`src/verilog/sle_cfg.svh`:
```
// constants of the status led and alarm encoder block
// assumes a 100 MHz clock; included by package and modules
`ifndef SLE_CFG_SVH
`define SLE_CFG_SVH
`define SLE_NUM_CH        8
`define SLE_CODE_W        10
`define SLE_NUM_MEV       27
`define SLE_NUM_CEV       4
`define SLE_NUM_EV        59
`define SLE_CLK_KHZ       100000
`define SLE_BLINK_HALF_MS 500
`define SLE_BLINK_CYCLES  (`SLE_BLINK_HALF_MS * `SLE_CLK_KHZ)
`define SLE_FC_OVERTEMP   10'h005
`define SLE_FC_INTERNAL   10'h009
`define SLE_FC_PARAM      10'h010
`define SLE_FC_NOSUPPLY   10'h011
`define SLE_FC_SHUTOFF    10'h019
`define SLE_FC_FWINCONS   10'h01f
`define SLE_FC_DSTMISM    10'h040
`define SLE_FC_DSTINV     10'h041
`define SLE_FC_SRCINV     10'h042
`define SLE_FC_WDZERO     10'h043
`define SLE_FC_SILHIGH    10'h044
`define SLE_FC_CRCLEN     10'h045
`define SLE_FC_PARVER     10'h046
`define SLE_FC_FIRSTCKS   10'h047
`define SLE_FC_SAVETMO    10'h049
`define SLE_FC_RESTTMO    10'h04a
`define SLE_FC_INDCKS     10'h04b
`define SLE_FC_BLOCKID    10'h04c
`define SLE_FC_TXCRC      10'h04d
`define SLE_FC_TXTMO      10'h04e
`define SLE_FC_DEFECT     10'h100
`define SLE_FC_WDTRIP     10'h103
`define SLE_FC_FWINV      10'h11b
`define SLE_FC_ADRMEM     10'h30d
`define SLE_FC_UNDERTEMP  10'h312
`define SLE_FC_SUPHIGH    10'h321
`define SLE_FC_SUPLOW     10'h322
`define SLE_FC_SHORTSUP   10'h105
`define SLE_FC_SHORTGND   10'h106
`define SLE_FC_CHACK      10'h30b
`define SLE_FC_FREQHIGH   10'h311
`endif

```
`src/verilog/sle_pkg.sv`:
```
// types of the status led and alarm encoder block
// assumes sle_cfg.svh on the include path
`include "sle_cfg.svh"
package sle_pkg;
   typedef enum logic [2:0] {
      DIAG_DARK   = 3'h1,
      DIAG_FLASH  = 3'h2,
      DIAG_STEADY = 3'h4
   } sle_dmode_type;

   typedef struct packed {
      logic bus_ok;
      logic load_ok;
      logic params_set;
      logic mod_diag;
      logic mod_ack_wait;
      logic addr_mismatch;
      logic identify;
   } sle_mstate_type;

   typedef struct packed {
      logic [`SLE_NUM_CH-1:0] out;
      logic [`SLE_NUM_CH-1:0] diag;
      logic [`SLE_NUM_CH-1:0] ack_wait;
   } sle_chstate_type;

   typedef struct packed {
      logic                  valid;
      logic                  chan_scope;
      logic [2:0]            chan;
      logic [`SLE_CODE_W-1:0] code;
   } sle_alarm_type;
endpackage : sle_pkg

```
`src/verilog/sle_alarm_enc.sv`:
```
// alarm encoder: holds pending events, emits one coded alarm a cycle
// assumes event inputs are same-clock one-cycle pulses
`timescale 1ns/1ps
`include "sle_cfg.svh"
module sle_alarm_enc (
   // clock and reset
   input  wire logic                         clock,
   input  wire logic                         resetn,
   // events
   input  wire logic [`SLE_NUM_MEV-1:0]      mod_evt,
   input  wire logic [`SLE_NUM_CH*4-1:0]     ch_evt,
   // alarm out
   output sle_pkg::sle_alarm_type            alarm_ff
);
   logic [`SLE_NUM_EV-1:0] pend_ff;
   logic [`SLE_NUM_EV-1:0] grant;
   logic [5:0]             sel;
   logic                   hit;

   function automatic logic [`SLE_CODE_W-1:0] code_of(input logic [5:0] idx);
      logic [5:0] off;
      off = idx - 6'h1b;
      if (idx >= 6'h1b) begin
         case (off[1:0])
            2'h0:    code_of = `SLE_FC_SHORTSUP;
            2'h1:    code_of = `SLE_FC_SHORTGND;
            2'h2:    code_of = `SLE_FC_CHACK;
            default: code_of = `SLE_FC_FREQHIGH;
         endcase
      end else begin
         case (idx)
            6'h00:   code_of = `SLE_FC_OVERTEMP;
            6'h01:   code_of = `SLE_FC_INTERNAL;
            6'h02:   code_of = `SLE_FC_PARAM;
            6'h03:   code_of = `SLE_FC_NOSUPPLY;
            6'h04:   code_of = `SLE_FC_SHUTOFF;
            6'h05:   code_of = `SLE_FC_FWINCONS;
            6'h06:   code_of = `SLE_FC_DSTMISM;
            6'h07:   code_of = `SLE_FC_DSTINV;
            6'h08:   code_of = `SLE_FC_SRCINV;
            6'h09:   code_of = `SLE_FC_WDZERO;
            6'h0a:   code_of = `SLE_FC_SILHIGH;
            6'h0b:   code_of = `SLE_FC_CRCLEN;
            6'h0c:   code_of = `SLE_FC_PARVER;
            6'h0d:   code_of = `SLE_FC_FIRSTCKS;
            6'h0e:   code_of = `SLE_FC_SAVETMO;
            6'h0f:   code_of = `SLE_FC_RESTTMO;
            6'h10:   code_of = `SLE_FC_INDCKS;
            6'h11:   code_of = `SLE_FC_BLOCKID;
            6'h12:   code_of = `SLE_FC_TXCRC;
            6'h13:   code_of = `SLE_FC_TXTMO;
            6'h14:   code_of = `SLE_FC_DEFECT;
            6'h15:   code_of = `SLE_FC_WDTRIP;
            6'h16:   code_of = `SLE_FC_FWINV;
            6'h17:   code_of = `SLE_FC_ADRMEM;
            6'h18:   code_of = `SLE_FC_UNDERTEMP;
            6'h19:   code_of = `SLE_FC_SUPHIGH;
            default: code_of = `SLE_FC_SUPLOW;
         endcase
      end
   endfunction : code_of

   // lowest pending index wins
   always_comb begin
      sel = 6'h0;
      hit = 1'b0;
      for (int i = `SLE_NUM_EV - 1; i >= 0; i--) begin
         if (pend_ff[i]) begin
            sel = 6'(i);
            hit = 1'b1;
         end
      end
      grant = hit ? ({{(`SLE_NUM_EV-1){1'b0}}, 1'b1} << sel) : '0;
   end

   // new events set, served one clears; set wins, no mask
   always_ff @(posedge clock or negedge resetn) begin
      if (!resetn) begin
         pend_ff <= '0;
      end else begin
         pend_ff <= (pend_ff & ~grant) | {ch_evt, mod_evt};
      end
   end

   always_ff @(posedge clock or negedge resetn) begin
      if (!resetn) begin
         alarm_ff <= '0;
      end else begin
         alarm_ff.valid      <= hit;
         alarm_ff.code       <= code_of(sel);
         alarm_ff.chan_scope <= hit && (sel >= 6'h1b);
         alarm_ff.chan       <= (sel >= 6'h1b) ? 3'((sel - 6'h1b) >> 2) : 3'h0;
      end
   end

   chk_first_alarm_code : assert property (@(posedge clock) disable iff (!resetn)
      mod_evt[0] |-> ##2 (alarm_ff.valid && alarm_ff.code == `SLE_FC_OVERTEMP && !alarm_ff.chan_scope))
      else $error("overtemperature event not reported");
   chk_chan_scope : assert property (@(posedge clock) disable iff (!resetn)
      alarm_ff.valid && alarm_ff.chan_scope |-> alarm_ff.code inside
      {`SLE_FC_SHORTSUP, `SLE_FC_SHORTGND, `SLE_FC_CHACK, `SLE_FC_FREQHIGH})
      else $error("channel scope on a module code");
endmodule : sle_alarm_enc

```
`src/verilog/sle_blink.sv`:
```
// blink phase generator for all flashing indicators
// assumes one clock; phase toggles every HALF_CYCLES cycles
`timescale 1ns/1ps
`include "sle_cfg.svh"
module sle_blink #(
   parameter int unsigned HALF_CYCLES = `SLE_BLINK_CYCLES
) (
   // clock and reset
   input  wire logic clock,
   input  wire logic resetn,
   // phase
   output logic      phase_ff
);
   logic [31:0] cnt_ff;

   always_ff @(posedge clock or negedge resetn) begin
      if (!resetn) begin
         cnt_ff   <= 32'h0;
         phase_ff <= 1'b0;
      end else if (cnt_ff >= HALF_CYCLES - 1) begin
         cnt_ff   <= 32'h0;
         phase_ff <= ~phase_ff;
      end else begin
         cnt_ff <= cnt_ff + 32'h1;
      end
   end
endmodule : sle_blink

```
`src/verilog/sle_status_led.sv`:
```
// status indicators and diagnostic alarm output of an 8-channel output module
// assumes all inputs come from same-clock logic; event inputs are pulses
//
// How it works
// - diag led dark without backplane supply
// - diag led flashes while unparameterised
// - diag led steady when configured, no diagnostics
// - diag flashes on module diag or channel ack
// - diag flashes awaiting module error acknowledgment
// - channel leds follow output and diagnostics
// - ack-waiting channel flashes its leds alternately
// - address mismatch: status off, diag flash, faults on
// - identification: status and diag flash, faults off
// - supply led follows load supply
// - one alarm per diagnostic event, scoped
// - module codes 5, 9, 16, 17
// - module codes 25 and 31
// - module address codes 64, 65, 66
// - module codes 67 through 70
// - module codes 71, 73, 74, 75
// - module codes 76, 77, 78
// - module codes 256, 259, 283, 781
// - module codes 786, 801, 802
// - channel codes 261, 262, 779, 785
// - every alarm also flashes the diag led unless backplane supply is off
`timescale 1ns/1ps
`include "sle_cfg.svh"
module sle_status_led #(
   parameter int unsigned BLINK_CYCLES = `SLE_BLINK_CYCLES
) (
   // clock and reset
   input  wire logic                       clock,
   input  wire logic                       resetn,
   // module and channel state
   input  sle_pkg::sle_mstate_type         mstate,
   input  sle_pkg::sle_chstate_type        chstate,
   // diagnostic events
   input  wire logic [`SLE_NUM_MEV-1:0]    mod_evt,
   input  wire logic [`SLE_NUM_CH*4-1:0]   ch_evt,
   input  wire logic                       diag_clear,
   // module indicators
   output logic                            diag_green_ff,
   output logic                            diag_red_ff,
   output logic                            load_supply_indicator_ff,
   // channel indicators
   output logic [`SLE_NUM_CH-1:0]          chan_status_ff,
   output logic [`SLE_NUM_CH-1:0]          chan_fault_ff,
   // alarm to the controller
   output sle_pkg::sle_alarm_type          alarm_ff
);
   logic                   phase_ff;
   logic                   evt_flash_ff;
   sle_pkg::sle_dmode_type mode_ff;
   sle_pkg::sle_dmode_type nxt_mode;
   logic                   any_ack;

   // shared blink phase
   sle_blink #(
      .HALF_CYCLES (BLINK_CYCLES)
   ) u_blink (
      .clock    (clock),
      .resetn   (resetn),
      .phase_ff (phase_ff)
   );

   // alarm encoder
   sle_alarm_enc u_enc (
      .clock    (clock),
      .resetn   (resetn),
      .mod_evt  (mod_evt),
      .ch_evt   (ch_evt),
      .alarm_ff (alarm_ff)
   );

   assign any_ack = |chstate.ack_wait;

   // event flash hold; a new alarm wins over clear
   always_ff @(posedge clock or negedge resetn) begin
      if (!resetn) begin
         evt_flash_ff <= 1'b0;
      end else if (alarm_ff.valid) begin
         evt_flash_ff <= 1'b1;
      end else if (diag_clear) begin
         evt_flash_ff <= 1'b0;
      end
   end

   // diag led mode selection
   always_comb begin
      nxt_mode = sle_pkg::DIAG_STEADY;
      if (!mstate.bus_ok) begin
         nxt_mode = sle_pkg::DIAG_DARK;
      end else if (mstate.addr_mismatch || mstate.identify) begin
         nxt_mode = sle_pkg::DIAG_FLASH;
      end else if (!mstate.params_set) begin
         nxt_mode = sle_pkg::DIAG_FLASH;
      end else if (mstate.mod_diag || any_ack) begin
         nxt_mode = sle_pkg::DIAG_FLASH;
      end else if (mstate.mod_ack_wait) begin
         nxt_mode = sle_pkg::DIAG_FLASH;
      end else if (evt_flash_ff) begin
         nxt_mode = sle_pkg::DIAG_FLASH;
      end
   end

   always_ff @(posedge clock or negedge resetn) begin
      if (!resetn) begin
         mode_ff <= sle_pkg::DIAG_DARK;
      end else begin
         mode_ff <= nxt_mode;
      end
   end

   // diag led drive
   always_ff @(posedge clock or negedge resetn) begin
      if (!resetn) begin
         diag_green_ff <= 1'b0;
         diag_red_ff   <= 1'b0;
      end else begin
         case (nxt_mode)
            sle_pkg::DIAG_DARK: begin
               diag_green_ff <= 1'b0;
               diag_red_ff   <= 1'b0;
            end
            sle_pkg::DIAG_FLASH: begin
               diag_green_ff <= 1'b0;
               diag_red_ff   <= phase_ff;
            end
            sle_pkg::DIAG_STEADY: begin
               diag_green_ff <= 1'b1;
               diag_red_ff   <= 1'b0;
            end
            default: begin
               diag_green_ff <= 1'b0;
               diag_red_ff   <= 1'b0;
            end
         endcase
      end
   end

   // supply led
   always_ff @(posedge clock or negedge resetn) begin
      if (!resetn) begin
         load_supply_indicator_ff <= 1'b0;
      end else begin
         load_supply_indicator_ff <= mstate.load_ok;
      end
   end

   // channel leds
   always_ff @(posedge clock or negedge resetn) begin
      if (!resetn) begin
         chan_status_ff <= '0;
         chan_fault_ff  <= '0;
      end else if (mstate.addr_mismatch) begin
         chan_status_ff <= '0;
         chan_fault_ff  <= '1;
      end else if (mstate.identify) begin
         chan_status_ff <= {`SLE_NUM_CH{phase_ff}};
         chan_fault_ff  <= '0;
      end else begin
         for (int i = 0; i < `SLE_NUM_CH; i++) begin
            if (chstate.ack_wait[i]) begin
               chan_status_ff[i] <= phase_ff;
               chan_fault_ff[i]  <= ~phase_ff;
            end else begin
               chan_status_ff[i] <= chstate.out[i] && !chstate.diag[i];
               chan_fault_ff[i]  <= chstate.diag[i];
            end
         end
      end
   end

   // checks
   chk_diag_dark_nobus : assert property (@(posedge clock) disable iff (!resetn)
      !mstate.bus_ok |=> !diag_green_ff && !diag_red_ff && mode_ff == sle_pkg::DIAG_DARK)
      else $error("diag led lit without backplane supply");

   chk_diag_unset_flash : assert property (@(posedge clock) disable iff (!resetn)
      mstate.bus_ok && !mstate.params_set |=> mode_ff == sle_pkg::DIAG_FLASH && !diag_green_ff
      && diag_red_ff == $past(phase_ff))
      else $error("diag led not flashing without parameters");

   chk_diag_steady_on : assert property (@(posedge clock) disable iff (!resetn)
      mstate.bus_ok && mstate.params_set && !mstate.mod_diag && !mstate.mod_ack_wait
      && !any_ack && !mstate.addr_mismatch && !mstate.identify && !evt_flash_ff
      |=> diag_green_ff && !diag_red_ff)
      else $error("diag led not steady when healthy");

   chk_diag_chan_ack : assert property (@(posedge clock) disable iff (!resetn)
      mstate.bus_ok && (mstate.mod_diag || any_ack) |=> !diag_green_ff
      && mode_ff == sle_pkg::DIAG_FLASH)
      else $error("diag led not flashing on diagnostics");

   chk_diag_mod_ack : assert property (@(posedge clock) disable iff (!resetn)
      mstate.bus_ok && mstate.mod_ack_wait |=> mode_ff == sle_pkg::DIAG_FLASH)
      else $error("diag led not flashing on module acknowledgment wait");

   chk_chan_plain_led : assert property (@(posedge clock) disable iff (!resetn)
      !mstate.addr_mismatch && !mstate.identify && !chstate.ack_wait[0]
      |=> chan_fault_ff[0] == $past(chstate.diag[0])
      && chan_status_ff[0] == ($past(chstate.out[0]) && !$past(chstate.diag[0])))
      else $error("channel leds disagree with output and diagnostics");

   chk_chan_antiphase : assert property (@(posedge clock) disable iff (!resetn)
      !mstate.addr_mismatch && !mstate.identify && chstate.ack_wait[0]
      |=> chan_status_ff[0] != chan_fault_ff[0] && chan_status_ff[0] == $past(phase_ff))
      else $error("channel leds not flashing in antiphase");

   chk_addr_mismatch : assert property (@(posedge clock) disable iff (!resetn)
      mstate.addr_mismatch |=> chan_status_ff == '0 && chan_fault_ff == '1
      && (!$past(mstate.bus_ok) || mode_ff == sle_pkg::DIAG_FLASH))
      else $error("mismatch display wrong");

   chk_identify_show : assert property (@(posedge clock) disable iff (!resetn)
      mstate.identify && !mstate.addr_mismatch |=> chan_fault_ff == '0
      && chan_status_ff == {`SLE_NUM_CH{$past(phase_ff)}}
      && (!$past(mstate.bus_ok) || diag_red_ff == $past(phase_ff)))
      else $error("identification display wrong");

   chk_supply_led : assert property (@(posedge clock) disable iff (!resetn)
      mstate.load_ok ##1 !mstate.load_ok |=> !load_supply_indicator_ff ##0 $past(load_supply_indicator_ff))
      else $error("supply led does not follow load supply");

   chk_alarm_flashes : assert property (@(posedge clock) disable iff (!resetn)
      alarm_ff.valid && !diag_clear ##1 (mstate.bus_ok && !diag_clear) |=> !diag_green_ff)
      else $error("alarm did not flash the diag led");

   // supply and diag colour
   chk_supply_on : assert property (@(posedge clock) disable iff (!resetn)
      mstate.load_ok |=> load_supply_indicator_ff)
      else $error("supply led dark with load supply");

   chk_supply_off : assert property (@(posedge clock) disable iff (!resetn)
      !mstate.load_ok |=> !load_supply_indicator_ff)
      else $error("supply led lit without load supply");

   chk_diag_one_colour : assert property (@(posedge clock) disable iff (!resetn)
      !(diag_green_ff && diag_red_ff))
      else $error("diag led shows both colours");

   chk_diag_flash_phase : assert property (@(posedge clock) disable iff (!resetn)
      nxt_mode == sle_pkg::DIAG_FLASH
      |=> !diag_green_ff && diag_red_ff == $past(phase_ff))
      else $error("diag flash off the blink phase");

   chk_mode_onehot : assert property (@(posedge clock) disable iff (!resetn)
      $onehot(mode_ff))
      else $error("diag mode not one-hot");

   chk_diag_dark_mode : assert property (@(posedge clock) disable iff (!resetn)
      nxt_mode == sle_pkg::DIAG_DARK
      |=> !diag_green_ff && !diag_red_ff)
      else $error("dark mode lights the diag led");

   chk_diag_steady_mode : assert property (@(posedge clock) disable iff (!resetn)
      nxt_mode == sle_pkg::DIAG_STEADY
      |=> diag_green_ff && !diag_red_ff)
      else $error("steady mode not green");

   // address and identification display
   chk_mismatch_flash : assert property (@(posedge clock) disable iff (!resetn)
      mstate.bus_ok && mstate.addr_mismatch
      |=> mode_ff == sle_pkg::DIAG_FLASH)
      else $error("mismatch does not flash diag");

   chk_identify_flash : assert property (@(posedge clock) disable iff (!resetn)
      mstate.bus_ok && mstate.identify
      |=> mode_ff == sle_pkg::DIAG_FLASH)
      else $error("identification does not flash diag");

   chk_mismatch_wins : assert property (@(posedge clock) disable iff (!resetn)
      mstate.addr_mismatch && mstate.identify |=> chan_status_ff == '0)
      else $error("identification shown over mismatch");

   // event flash hold and alarms
   chk_hold_set : assert property (@(posedge clock) disable iff (!resetn)
      alarm_ff.valid |=> evt_flash_ff)
      else $error("alarm did not arm the flash hold");

   chk_hold_clear : assert property (@(posedge clock) disable iff (!resetn)
      diag_clear && !alarm_ff.valid
      |=> !evt_flash_ff)
      else $error("flash hold not cleared");

   chk_hold_keeps : assert property (@(posedge clock) disable iff (!resetn)
      evt_flash_ff && !diag_clear |=> evt_flash_ff)
      else $error("flash hold dropped without clear");

   chk_hold_flashes : assert property (@(posedge clock) disable iff (!resetn)
      evt_flash_ff && mstate.bus_ok |=> mode_ff == sle_pkg::DIAG_FLASH)
      else $error("flash hold does not flash diag");

   chk_alarm_follows : assert property (@(posedge clock) disable iff (!resetn)
      (|mod_evt) || (|ch_evt)
      |-> ##2 alarm_ff.valid)
      else $error("event raised no alarm");

   chk_module_chan_zero : assert property (@(posedge clock) disable iff (!resetn)
      alarm_ff.valid && !alarm_ff.chan_scope |-> alarm_ff.chan == 3'h0)
      else $error("module alarm carries a channel");

   // per-channel display checks
   for (genvar g = 0; g < `SLE_NUM_CH; g++) begin : g_chan_chk
      chk_chan_fault_led : assert property (@(posedge clock) disable iff (!resetn)
         !mstate.addr_mismatch && !mstate.identify && !chstate.ack_wait[g]
         |=> chan_fault_ff[g] == $past(chstate.diag[g]))
         else $error("channel fault led disagrees with diagnostics");

      chk_chan_status_led : assert property (@(posedge clock) disable iff (!resetn)
         !mstate.addr_mismatch && !mstate.identify && !chstate.ack_wait[g]
         |=> chan_status_ff[g] == ($past(chstate.out[g]) && !$past(chstate.diag[g])))
         else $error("channel status led disagrees with output");

      chk_chan_alternate : assert property (@(posedge clock) disable iff (!resetn)
         !mstate.addr_mismatch && !mstate.identify && chstate.ack_wait[g]
         |=> chan_status_ff[g] == $past(phase_ff) && chan_fault_ff[g] == !$past(phase_ff))
         else $error("channel leds not alternating");

      chk_chan_ack_flash : assert property (@(posedge clock) disable iff (!resetn)
         mstate.bus_ok && chstate.ack_wait[g]
         |=> mode_ff == sle_pkg::DIAG_FLASH)
         else $error("channel acknowledgment wait does not flash diag");
   end : g_chan_chk

   // helper: cycles since the last blink toggle
   logic        phase_seen_ff;
   logic [31:0] since_ff;

   always_ff @(posedge clock or negedge resetn) begin
      if (!resetn) begin
         phase_seen_ff <= 1'b0;
         since_ff      <= 32'h0;
      end else begin
         phase_seen_ff <= phase_ff;
         if (phase_ff != phase_seen_ff) begin
            since_ff <= 32'h1;
         end else begin
            since_ff <= since_ff + 32'h1;
         end
      end
   end

   chk_blink_early : assert property (@(posedge clock) disable iff (!resetn)
      phase_ff != phase_seen_ff |-> since_ff == BLINK_CYCLES)
      else $error("blink phase toggled off period");

   chk_blink_stuck : assert property (@(posedge clock) disable iff (!resetn)
      since_ff <= BLINK_CYCLES)
      else $error("blink phase stuck");
endmodule : sle_status_led
```
`config.mk`:
```
export PLATFORM = sky130hd
export DESIGN_NAME = sle_status_led
export DESIGN_NICKNAME = d
export VERILOG_FILES = /design/src/verilog/sle_pkg.sv /design/src/verilog/sle_alarm_enc.sv /design/src/verilog/sle_blink.sv /design/src/verilog/sle_status_led.sv
export VERILOG_INCLUDE_DIRS = /design/src /design/src/verilog
export SDC_FILE = /design/constraint.sdc
export NUM_CORES = 1
export LEC_CHECK = 0
export ABC_AREA = 1
export BUFFER_PORTS_ARGS = -buffer_cell sky130_fd_sc_hd__buf_4
export CORE_MARGIN = 5
export CORE_UTILIZATION = 40
export CTS_CLUSTER_SIZE = 12
export DETAILED_ROUTE_END_ITERATION = 7
export SLEW_MARGIN = 15
export SYNTH_ARGS = -nofsm -noshare
export SYNTH_HDL_FRONTEND = slang
export SYNTH_SLANG_ARGS = --single-unit
```
`constraint.sdc`:
```
create_clock -name clock -period 5.25 [get_ports clock]
set_clock_uncertainty 0.1 [all_clocks]
set_input_delay 0.525 -clock clock [delete_from_list [all_inputs] [get_ports clock]]
set_output_delay 0.525 -clock clock [all_outputs]
set_load 0.02 [all_outputs]
```
==> flow_summary.ini, run 1 <==
[critical_path]
cp-end-kind = flop
critPathBufInv = 4
cp_max_fo = 5
arrival_ps = 4860
cp_top_family = simple AND/OR/NAND/NOR gates
cp-start-kind = flop
cpMostUsedCell = nand2_1
path_class = flop to flop
cpMaxStageDelayCell = dfrtp_1
slowest_delay_ps = 400
crit_required_ps = 5480

[yosys]
seq_area_frac_synth_pct = 49.39
ys_warn_count = 0
synth_edf_count = 0
ys_types = 35
async_flop_share_pct = 100.0
synth_area_per_cell_um2 = 7.794
syn_inst = 819
synth_flop_cell = dfrtp_1
ys_seq_elements = 126
syn_area_um2 = 6384

[grt]
globalRoute.busiestLayer = met2
met2_usage_pct = 32.11
grt_max_degree = 65
grt_use_met1_pct = 24.43
first_global_vias = 5543
grt_overflow_total = 0
grt_pass1_wl_um = 27540
antenna_found_initial = 0
track_usage_pct = 19.34
met3_usage_pct = 4.404

[clock_network]
clk_pin_slew_ps = 60
cts_tree = yes
htreeDepth = 4
clockBufferDepth = 2
clk-insertion-delay-late_ps = 420
holdBufCountCts = 0
cts_buffers = 17
clock_sinks = 126
cts_root_buffer = clkbuf_16

[placement]
place.gp.congestion = 0.8939
port-buffer-count = 125
preCtsSetupSlack_ps = 240.9
dp_hpwl_um = 13540
place_area_um2 = 7579

[floorplan]
die_y_um = 136.3
placementRows = 46
start_util_pct = 40.48
die_x_um = 136.3
die_area_um2 = 18590
io-pin-count = 127
coreArea_um2 = 15770

[timing]
tightest_slew_ps = 810.3
fmax_ghz = 0.2160
finalMaxSlewViolations = 0
slew-limit-headroom_pct = 45.98
period_needed_ps = 4630
grt_setup_unrepaired = yes
min_period_over_period_pct = 88.18
setup_viol = 0
hold_violations = 0
fin_ws_ps = 620.4

[power]
p_leak_nw = 4.147
vdd_drop_max_mv = 0.2299
power.total_w = 0.002547
power_density_nw_per_um2 = 304.0

[route]
wl_per_cell_um = 14.61
via_count = 5731
finalWirelength_um = 17540
firstDrtPassIters = 6
drtIter0Drc = 428
viasPerCell = 4.772
drc = 0
ant_nets = 0

[outcome]
outcome = finished clean

[finish]
layout-drive-gt1-share_pct = 19.90
area_delta_synth_final_pct = 31.24
diodes = 0
design_area_um2 = 8378
final_net_count = 1078
layout_commonest_cell = nand2_1
mostFrequentLayoutCells = 183 x nand2_1, 157 x nor2_1, 138 x buf_4, 126 x dfrtp_1, 109 x inv_1

[job]
maxCapViolCount = 0

[min_path]
hp-class = input pin to async pin
## sequential cells by signal (all words and copies together) (netlist names)
register,count
u_enc.alarm_ff,14
u_enc.pend_ff,59
evt_flash_ff,1
load_supply_indicator_ff,1
chan_status_ff,8
diag_red_ff,1
u_blink.cnt_ff,32
u_blink.phase_ff,1
chan_fault_ff,8
diag_green_ff,1
## timing repair
action,4_1_cts,5_1_grt
resized for setup,0,21
endpoints found under the hold margin,0,0
setup endpoints to repair,0,26
setup buffers,0,11
## cells by family (layout without fill, tap and decap cells)
group / Yosys count / count (layout) / synth area share (%)
and+or+nand+nor: 430 / 430 / 27.52
buffers and inverters: 132 / 292 / 8.252
DFF: 126 / 126 / 49.39
AOI/OAI and AO/OA: 112 / 112 / 11.54
adders and majority gates: 13 / 13 / 2.548
xor gates and xnor gates: 5 / 5 / 0.6861
other: 1 / 7 / 0.05874
## cell type report
type                    count  area, um^2
repair buffers            139        1047
well taps                 216       270.3
fillers                  1552        7392
multi-input cells         567        2783
clock buffers              24       521.8
inverters                 121       476.7
clock inverters             8       126.4
flip-flops and latches    126        3153
## metal layers
layer / up-vias / wire length (um)
met5: - / 0
met3: 27 / 1003
met2: 184 / 8415
met4: 0 / 395
li1: 2892 / -
met1: 2628 / 7729
## per-stage QoR
| step | instances | setup TNS (ps) | hold WS (ps) | util [%] |
|---|---|---|---|---|
| floorplan | 825 | 0 | 129.4 | - |
| global placement | 1158 | 0 | 353.6 | 48.06 |
| detailed placement | 1158 | 0 | 361.2 | 48.06 |
| CTS | 1190 | 0 | 93.32 | 52.17 |
| global route | 1201 | -474.1 | 97.10 | 53.13 |
| finish | 1201 | 0 | 79.63 | 53.13 |
## power breakdown
group,total [W],internal [W],switching [W]
sequential,0.00102,0.00100,0.0000206
clock,0.00126,0.000835,0.000429
combinational,0.000261,0.000118,0.000143
total,0.00255,0.00196,0.000592
## Yosys cell counts (2+ instances only)
master / number / share of area (%)
xnor2_1: 2 / 0.27
nand4_1: 6 / 0.59
xor2_1: 3 / 0.41
clkbuf_1: 8 / 0.47
inv_1: 109 / 6.4
clkinv_1: 6 / 0.35
nor3_1: 34 / 2.7
nor4_1: 6 / 0.59
a21oi_1: 14 / 1.1
nor2_1: 162 / 9.5
a31oi_1: 4 / 0.39
o31ai_1: 2 / 0.24
inv_2: 5 / 0.29
nor3b_1: 4 / 0.47
dfrtp_1: 126 / 49
buf_4: 2 / 0.24
o21bai_1: 57 / 6.7
nand2_2: 3 / 0.29
o21ai_0: 26 / 2.0
ha_1: 13 / 2.5
nand2_1: 187 / 11
nand3_1: 23 / 1.8
o211ai_1: 4 / 0.47
or2_2: 2 / 0.20
## worst paths after layout
path                                    from                       end  slack (ps)  depth (start not counted)
max                        u_enc.pend_ff[56]         u_enc.alarm_ff[1]         620                         68
min                                   resetn          chan_fault_ff[1]          80                          1
max reg2reg                u_enc.pend_ff[56]         u_enc.alarm_ff[1]         620                         68
min reg2reg                u_blink.cnt_ff[0]         u_blink.cnt_ff[0]         370                          1
max in group asynchronous             resetn         u_enc.pend_ff[14]        3660                          2
min in group clock                 mstate[5]  load_supply_indicator_ff         110                          1
## worst register-to-register path, delay by kind of cell, from the launching register on
| family | cells | cell delay, ps |
|---|---|---|
| AOI/OAI and AO/OA | 1 | 160 |
| adders and majority gates | 1 | 150 |
| and+or+nand+nor | 62 | 3430 |
| buffers and inverters | 4 | 310 |
| DFF | 1 | 400 |
Note: power is estimated with default switching activity, not from simulation.
==> run 2, diff against run 1 <==
--- a/config.mk
+++ b/config.mk
@@ -12,6 +12,7 @@
 export CORE_UTILIZATION = 40
 export CTS_CLUSTER_SIZE = 12
 export DETAILED_ROUTE_END_ITERATION = 7
+export PLACE_DENSITY_LB_ADDON = 0.08
 export SLEW_MARGIN = 15
 export SYNTH_ARGS = -nofsm -noshare
 export SYNTH_HDL_FRONTEND = slang
==> flow_summary.ini, run 2 (synthesized netlist as in run 1, its figures left out) <==
[route]
drtIter0Drc = 410
wl_per_cell_um = 14.21
ant_nets = 0
firstDrtPassIters = 4
via_count = 5574
finalWirelength_um = 17030
drc = 0
viasPerCell = 4.649

[placement]
place.gp.congestion = 0.9103
dp_hpwl_um = 13310
placedCellCount = 1158
port-buffer-count = 125

[finish]
diodes = 0
seq_area_um2 = 3153
final_core_util_pct = 52.27
largest_register_ffs = 59
layout-drive-gt1-share_pct = 18.62
fillers = 1589
multi_input_area_um2 = 2761
reg_top3 = u_enc.pend_ff (59), u_blink.cnt_ff (32), u_enc.alarm_ff (14)
layout_commonest_cell = nand2_1
finalNonFillerCells = 1199
mostFrequentLayoutCells = 184 x nand2_1, 160 x nor2_1, 137 x buf_4, 126 x dfrtp_1, 109 x inv_1
final_net_count = 1077
area_delta_synth_final_pct = 29.13
regMostFlops = u_enc.pend_ff

[timing]
hold_violations = 0
finalMaxSlewViolations = 0
min_period_over_period_pct = 86.92
setup_viol = 0
slew-limit-headroom_pct = 49.45
tightest_slew_ps = 758.3
period_needed_ps = 4563
fmax_ghz = 0.2191

[critical_path]
slowest_delay_ps = 400
arrival_ps = 4760
r2r-end = u_enc.alarm_ff[6]
r2r-start = u_enc.pend_ff[56]
cpMaxStageDelayCell = dfrtp_1
worstSetupStartpoint = u_enc.pend_ff[56]
cp-start-kind = flop
path_class = flop to flop
r2r_cells = 68
cp-end-kind = flop
rrSetupSlack_ps = 690
cp_max_fo = 5
cp-endpoint = u_enc.alarm_ff[6]
crit_required_ps = 5450
cpMostUsedCell = nand2_1

[floorplan]
io-pin-count = 127
coreArea_um2 = 15770
placementRows = 46
die_x_um = 136.3
die_area_um2 = 18590
start_util_pct = 40.48
die_y_um = 136.3

[power]
p_switching_w = 0.0005706
power_frac_seq_pct = 43.1
swShare_pct = 24.05
power_density_nw_per_um2 = 287.9
p_leak_nw = 4.074
power.internal_w = 0.001802
comb_power_share_pct = 10.9
clkPwrFrac_pct = 46.0
vdd_drop_max_mv = 0.2359

[grt]
met3_usage_pct = 4.811
antenna_found_initial = 0
grt_overflow_total = 0
globalRoute.busiestLayer = met2
track_usage_pct = 19.42
first_global_vias = 5495
grt_max_degree = 61
met2_usage_pct = 31.87
grt_use_met1_pct = 25.35
grt_pass1_wl_um = 27630

[clock_network]
cts_tree = yes
clk_pin_slew_ps = 60
cts_buffers = 17
htreeDepth = 4
clk-insertion-delay-late_ps = 420
clock_sinks = 126
cts_root_buffer = clkbuf_16
clockBufferDepth = 2

[min_path]
hp-class = input pin to flop

[outcome]
outcome = finished clean

[job]
maxCapViolCount = 0
[run 2: cell count changes in the layout (fill, tap and decap cells not counted), moves of 2 or more]
cell | before | now
clkinv_2 | 1 | 3
clkbuf_1 | 0 | 5
nor2_2 | 4 | 1
bufinv_16 | 3 | 1
nor2_1 | 157 | 160
clkinv_4 | 2 | 0
clkbuf_8 | 7 | 3
[run 2: stage by stage]
| step | cell area, um^2 | hold WS, ps | total power (W) | worst slack, ps | setup TNS [ps] |
|---|---|---|---|---|---|
| CTS | 8134 | 89.60 | 0.002394 | 233.0 | 0 |
| global placement | 7579 | 353.4 | 0.001294 | 337.8 | 0 |
| floorplan | 6406 | 129.4 | 0.001152 | 934.1 | 0 |
| finish | 8243 | 111.3 | 0.002373 | 686.7 | 0 |
| global route | 8243 | 98.74 | 0.002473 | -21.35 | -30.52 |
| detailed placement | 7579 | 358.4 | 0.001293 | 243.4 | 0 |
[run 2: area by class of cell]
class | count | area share [%]
clock buffers | 25 | 5.889
clock inverters | 6 | 0.7286
inverters | 121 | 5.753
multi-input cells | 567 | 33.50
flip-flops and latches | 126 | 38.25
well taps | 216 | 3.279
repair buffers | 138 | 12.60
[run 2: worst min path at each step]
stage	start	slack (ps)	cells after the start	endpoint
finish	mstate[5]	110	1	load_supply_indicator_ff
global route	mstate[5]	100	1	load_supply_indicator_ff
CTS	mstate[5]	90	1	load_supply_indicator_ff
detailed placement	u_blink.cnt_ff[0]	360	1	u_blink.cnt_ff[0]
global placement	u_blink.cnt_ff[0]	350	1	u_blink.cnt_ff[0]
floorplan	resetn	130	0	chan_fault_ff[0]
[run 2: per-layer routing]
layer	vias to the layer above	routed length (um)
met1	2553	7659
li1	2878	-
met5	-	0
met3	19	867
met2	124	8223
met4	0	282
[run 2: timing repair]
action / in CTS / in global routing
hold buffers: 1 / 0
hold endpoints to repair: 33 / 0
setup buffers: 0 / 9
gates resized for setup: 0 / 12
endpoints found under the setup margin: 0 / 9
[run 2: critical path, delay by kind of cell (launching register included)]
kind / cells / cell delay [ps]
compound gates: 1 / 100
buf+inv: 4 / 470
flops: 1 / 400
fa+ha+maj: 1 / 140
simple gates: 62 / 3240
[run 2: power by group through the flow]
stage | clock network, W | registers, W | logic (W)
floorplan | 0 | 0.00106 | 0.0000934
global placement | 0 | 0.00104 | 0.000253
detailed placement | 0 | 0.00104 | 0.000252
CTS | 0.00112 | 0.00102 | 0.000254
global route | 0.00116 | 0.00103 | 0.000286
finish | 0.00109 | 0.00102 | 0.000258
==> run 3, diff against run 2 <==
--- a/config.mk
+++ b/config.mk
@@ -8,6 +8,7 @@
 export LEC_CHECK = 0
 export ABC_AREA = 1
 export BUFFER_PORTS_ARGS = -buffer_cell sky130_fd_sc_hd__buf_4
+export CAP_MARGIN = 0
 export CORE_MARGIN = 5
 export CORE_UTILIZATION = 40
 export CTS_CLUSTER_SIZE = 12
@@ -16,4 +17,5 @@
 export SLEW_MARGIN = 15
 export SYNTH_ARGS = -nofsm -noshare
 export SYNTH_HDL_FRONTEND = slang
+export SYNTH_HIERARCHICAL = 1
 export SYNTH_SLANG_ARGS = --single-unit
==> flow_summary.ini, run 3 <==
[outcome]
outcome = finished clean

[critical_path]
cp_max_fo = 6
path_class = flop to flop
cp-start-kind = flop
cpMaxStageDelayCell = dfrtp_1
arrival_ps = 4680
crit_required_ps = 5450
cp-end-kind = flop
cpMostUsedCell = nand2_1
slowest_delay_ps = 380

[grt]
antenna_found_initial = 0
first_global_vias = 6001
grt_pass1_wl_um = 29460
grt_max_degree = 74
track_usage_pct = 18.82
grt_overflow_total = 0

[yosys]
syn_inst = 884
yosysMostFrequentCell = nand2_1
synth_area_leaders = dfrtp_1 46%, nand2_1 11%, nor2_1 9.3%, o21bai_1 6.5%, inv_1 5.8%
seq_area_frac_synth_pct = 46.05
synth_commonest_cells = 198 x nand2_1, 170 x nor2_1, 126 x dfrtp_1
async_flop_share_pct = 100.0
synth_area_per_cell_um2 = 7.745
synth_flop_cell = dfrtp_1
ys_seq_elements = 126
yosys.area.top_type_share_pct = 46.05
ys_warn_count = 6
syn_area_um2 = 6847
ys_types = 47
synth_top_area_cell = dfrtp_1
synth_edf_count = 0

[floorplan]
start_util_pct = 40.99
die_y_um = 140.8
io-pin-count = 127
die_x_um = 140.8
coreArea_um2 = 16700
die_area_um2 = 19830
placementRows = 47

[clock_network]
clock_sinks = 126
cts_buffers = 17
clockBufferDepth = 2
clk-insertion-delay-late_ps = 420
cts_root_buffer = clkbuf_16
htreeDepth = 4
cts_tree = yes
clk_pin_slew_ps = 60

[min_path]
hp-class = input pin to flop

[timing]
grt_setup_unrepaired = yes
fmax_ghz = 0.2230
tightest_slew_ps = 961.1
finalMaxSlewViolations = 0
min_period_over_period_pct = 85.40
tns_ps = 0
slew-limit-headroom_pct = 35.92
period_needed_ps = 4484
setup_viol = 0
hold_violations = 0
fin_hold_ws_ps = 113.5
fin_ws_ps = 766.4

[finish]
largest_register_ffs = 59
layout_commonest_cell = nand2_1
diodes = 0
mostFrequentLayoutCells = 198 x nand2_1, 166 x nor2_1, 129 x buf_4, 126 x dfrtp_1, 104 x inv_1
reg_top3 = u_enc/pend_ff (59), u_blink/cnt_ff (32), u_enc/alarm_ff (14)
layout-drive-gt1-share_pct = 20.42
regMostFlops = u_enc/pend_ff
finalNonFillerCells = 1258
area_delta_synth_final_pct = 26.41
final_net_count = 1132

[placement]
placedCellCount = 1226
dp_hpwl_um = 14260
port-buffer-count = 125
place.gp.congestion = 0.9202
preCtsSetupSlack_ps = 621.4

[route]
wl_per_cell_um = 14.64
via_count = 5947
ant_nets = 0
finalWirelength_um = 18410
firstDrtPassIters = 6
drc = 0
drtIter0Drc = 380
viasPerCell = 4.727

[job]
maxCapViolCount = 0

[power]
power.total_w = 0.002423
p_leak_nw = 4.193
vdd_drop_max_mv = 0.2291
power_density_nw_per_um2 = 280.0
[run 3: repair_timing]
action	4_1_cts	5_1_grt
hold buffers	0	0
buffers inserted	0	0
endpoints found under the setup margin	0	16
gates resized for setup	0	12
endpoints found under the hold margin	0	0
[run 3: where the power goes]
| group | internal, W | total [W] | switching [W] |
|---|---|---|---|
| registers | 0.000997 | 0.00101 | 0.0000147 |
| clock network | 0.000746 | 0.00118 | 0.000430 |
| logic | 0.000108 | 0.000237 | 0.000129 |
| total | 0.00185 | 0.00242 | 0.000573 |
[run 3: metal layers]
layer / track usage, % / part of all wire [%] / vias up / routed length, um
li1: - / - / 3038 / -
met1: 24.52 / 46 / 2726 / 8428
met2: 31.45 / 48 / 162 / 8796
met3: 3.793 / 5.0 / 21 / 925
met4: 6.221 / 1.4 / 0 / 261
met5: 0 / 0 / - / 0
[run 3: cells by family after synthesis]
group / synth area share (%)
AOI/OAI and AO/OA: 10.40
and+or+nand+nor: 29.50
DFF: 46.05
xor gates and xnor gates: 1.791
other: 0.1097
adders and majority gates: 2.559
buffers and inverters: 9.594
[run 3: worst paths after layout]
kind                                    from                       end  slack [ps]  cells past startpoint
setup reg to reg           u_enc/pend_ff[56]         u_enc/alarm_ff[4]         770                     67
setup / recovery           u_enc/pend_ff[56]         u_enc/alarm_ff[4]         770                     67
hold / removal                     mstate[5]  load_supply_indicator_ff         110                      1
min in group asynchronous             resetn        u_blink/cnt_ff[10]         130                      2
max in group asynchronous             resetn         u_enc/pend_ff[27]        4170                      2
hold reg to reg            u_enc/pend_ff[15]         u_enc/pend_ff[15]         400                      1
[run 3: critical path, delay by kind of cell, from the launching register on]
family / cells / cell delay, ps
AO/OA/AOI/OAI: 3 / 320
AND/OR/NAND/NOR: 59 / 2930
adder cells (fa/ha/maj): 1 / 190
flip-flops: 1 / 380
buffers and inverters: 4 / 460
[run 3: area by class of cell]
cell class | instances | area, um^2
clock buffers | 22 | 484.2
clock inverters | 10 | 111.4
fillers | 1648 | 8046
inverters | 140 | 569.3
multi-input cells | 611 | 3093
flip-flops and latches | 126 | 3153
well taps | 220 | 275.3
repair buffers | 129 | 968.4
[run 3: metrics by stage]
step	area [um^2]	util [%]
floorplan	6865	-
global placement	8021	48.03
detailed placement	8021	48.03
CTS	8617	51.60
global route	8655	51.82
finish	8655	51.82
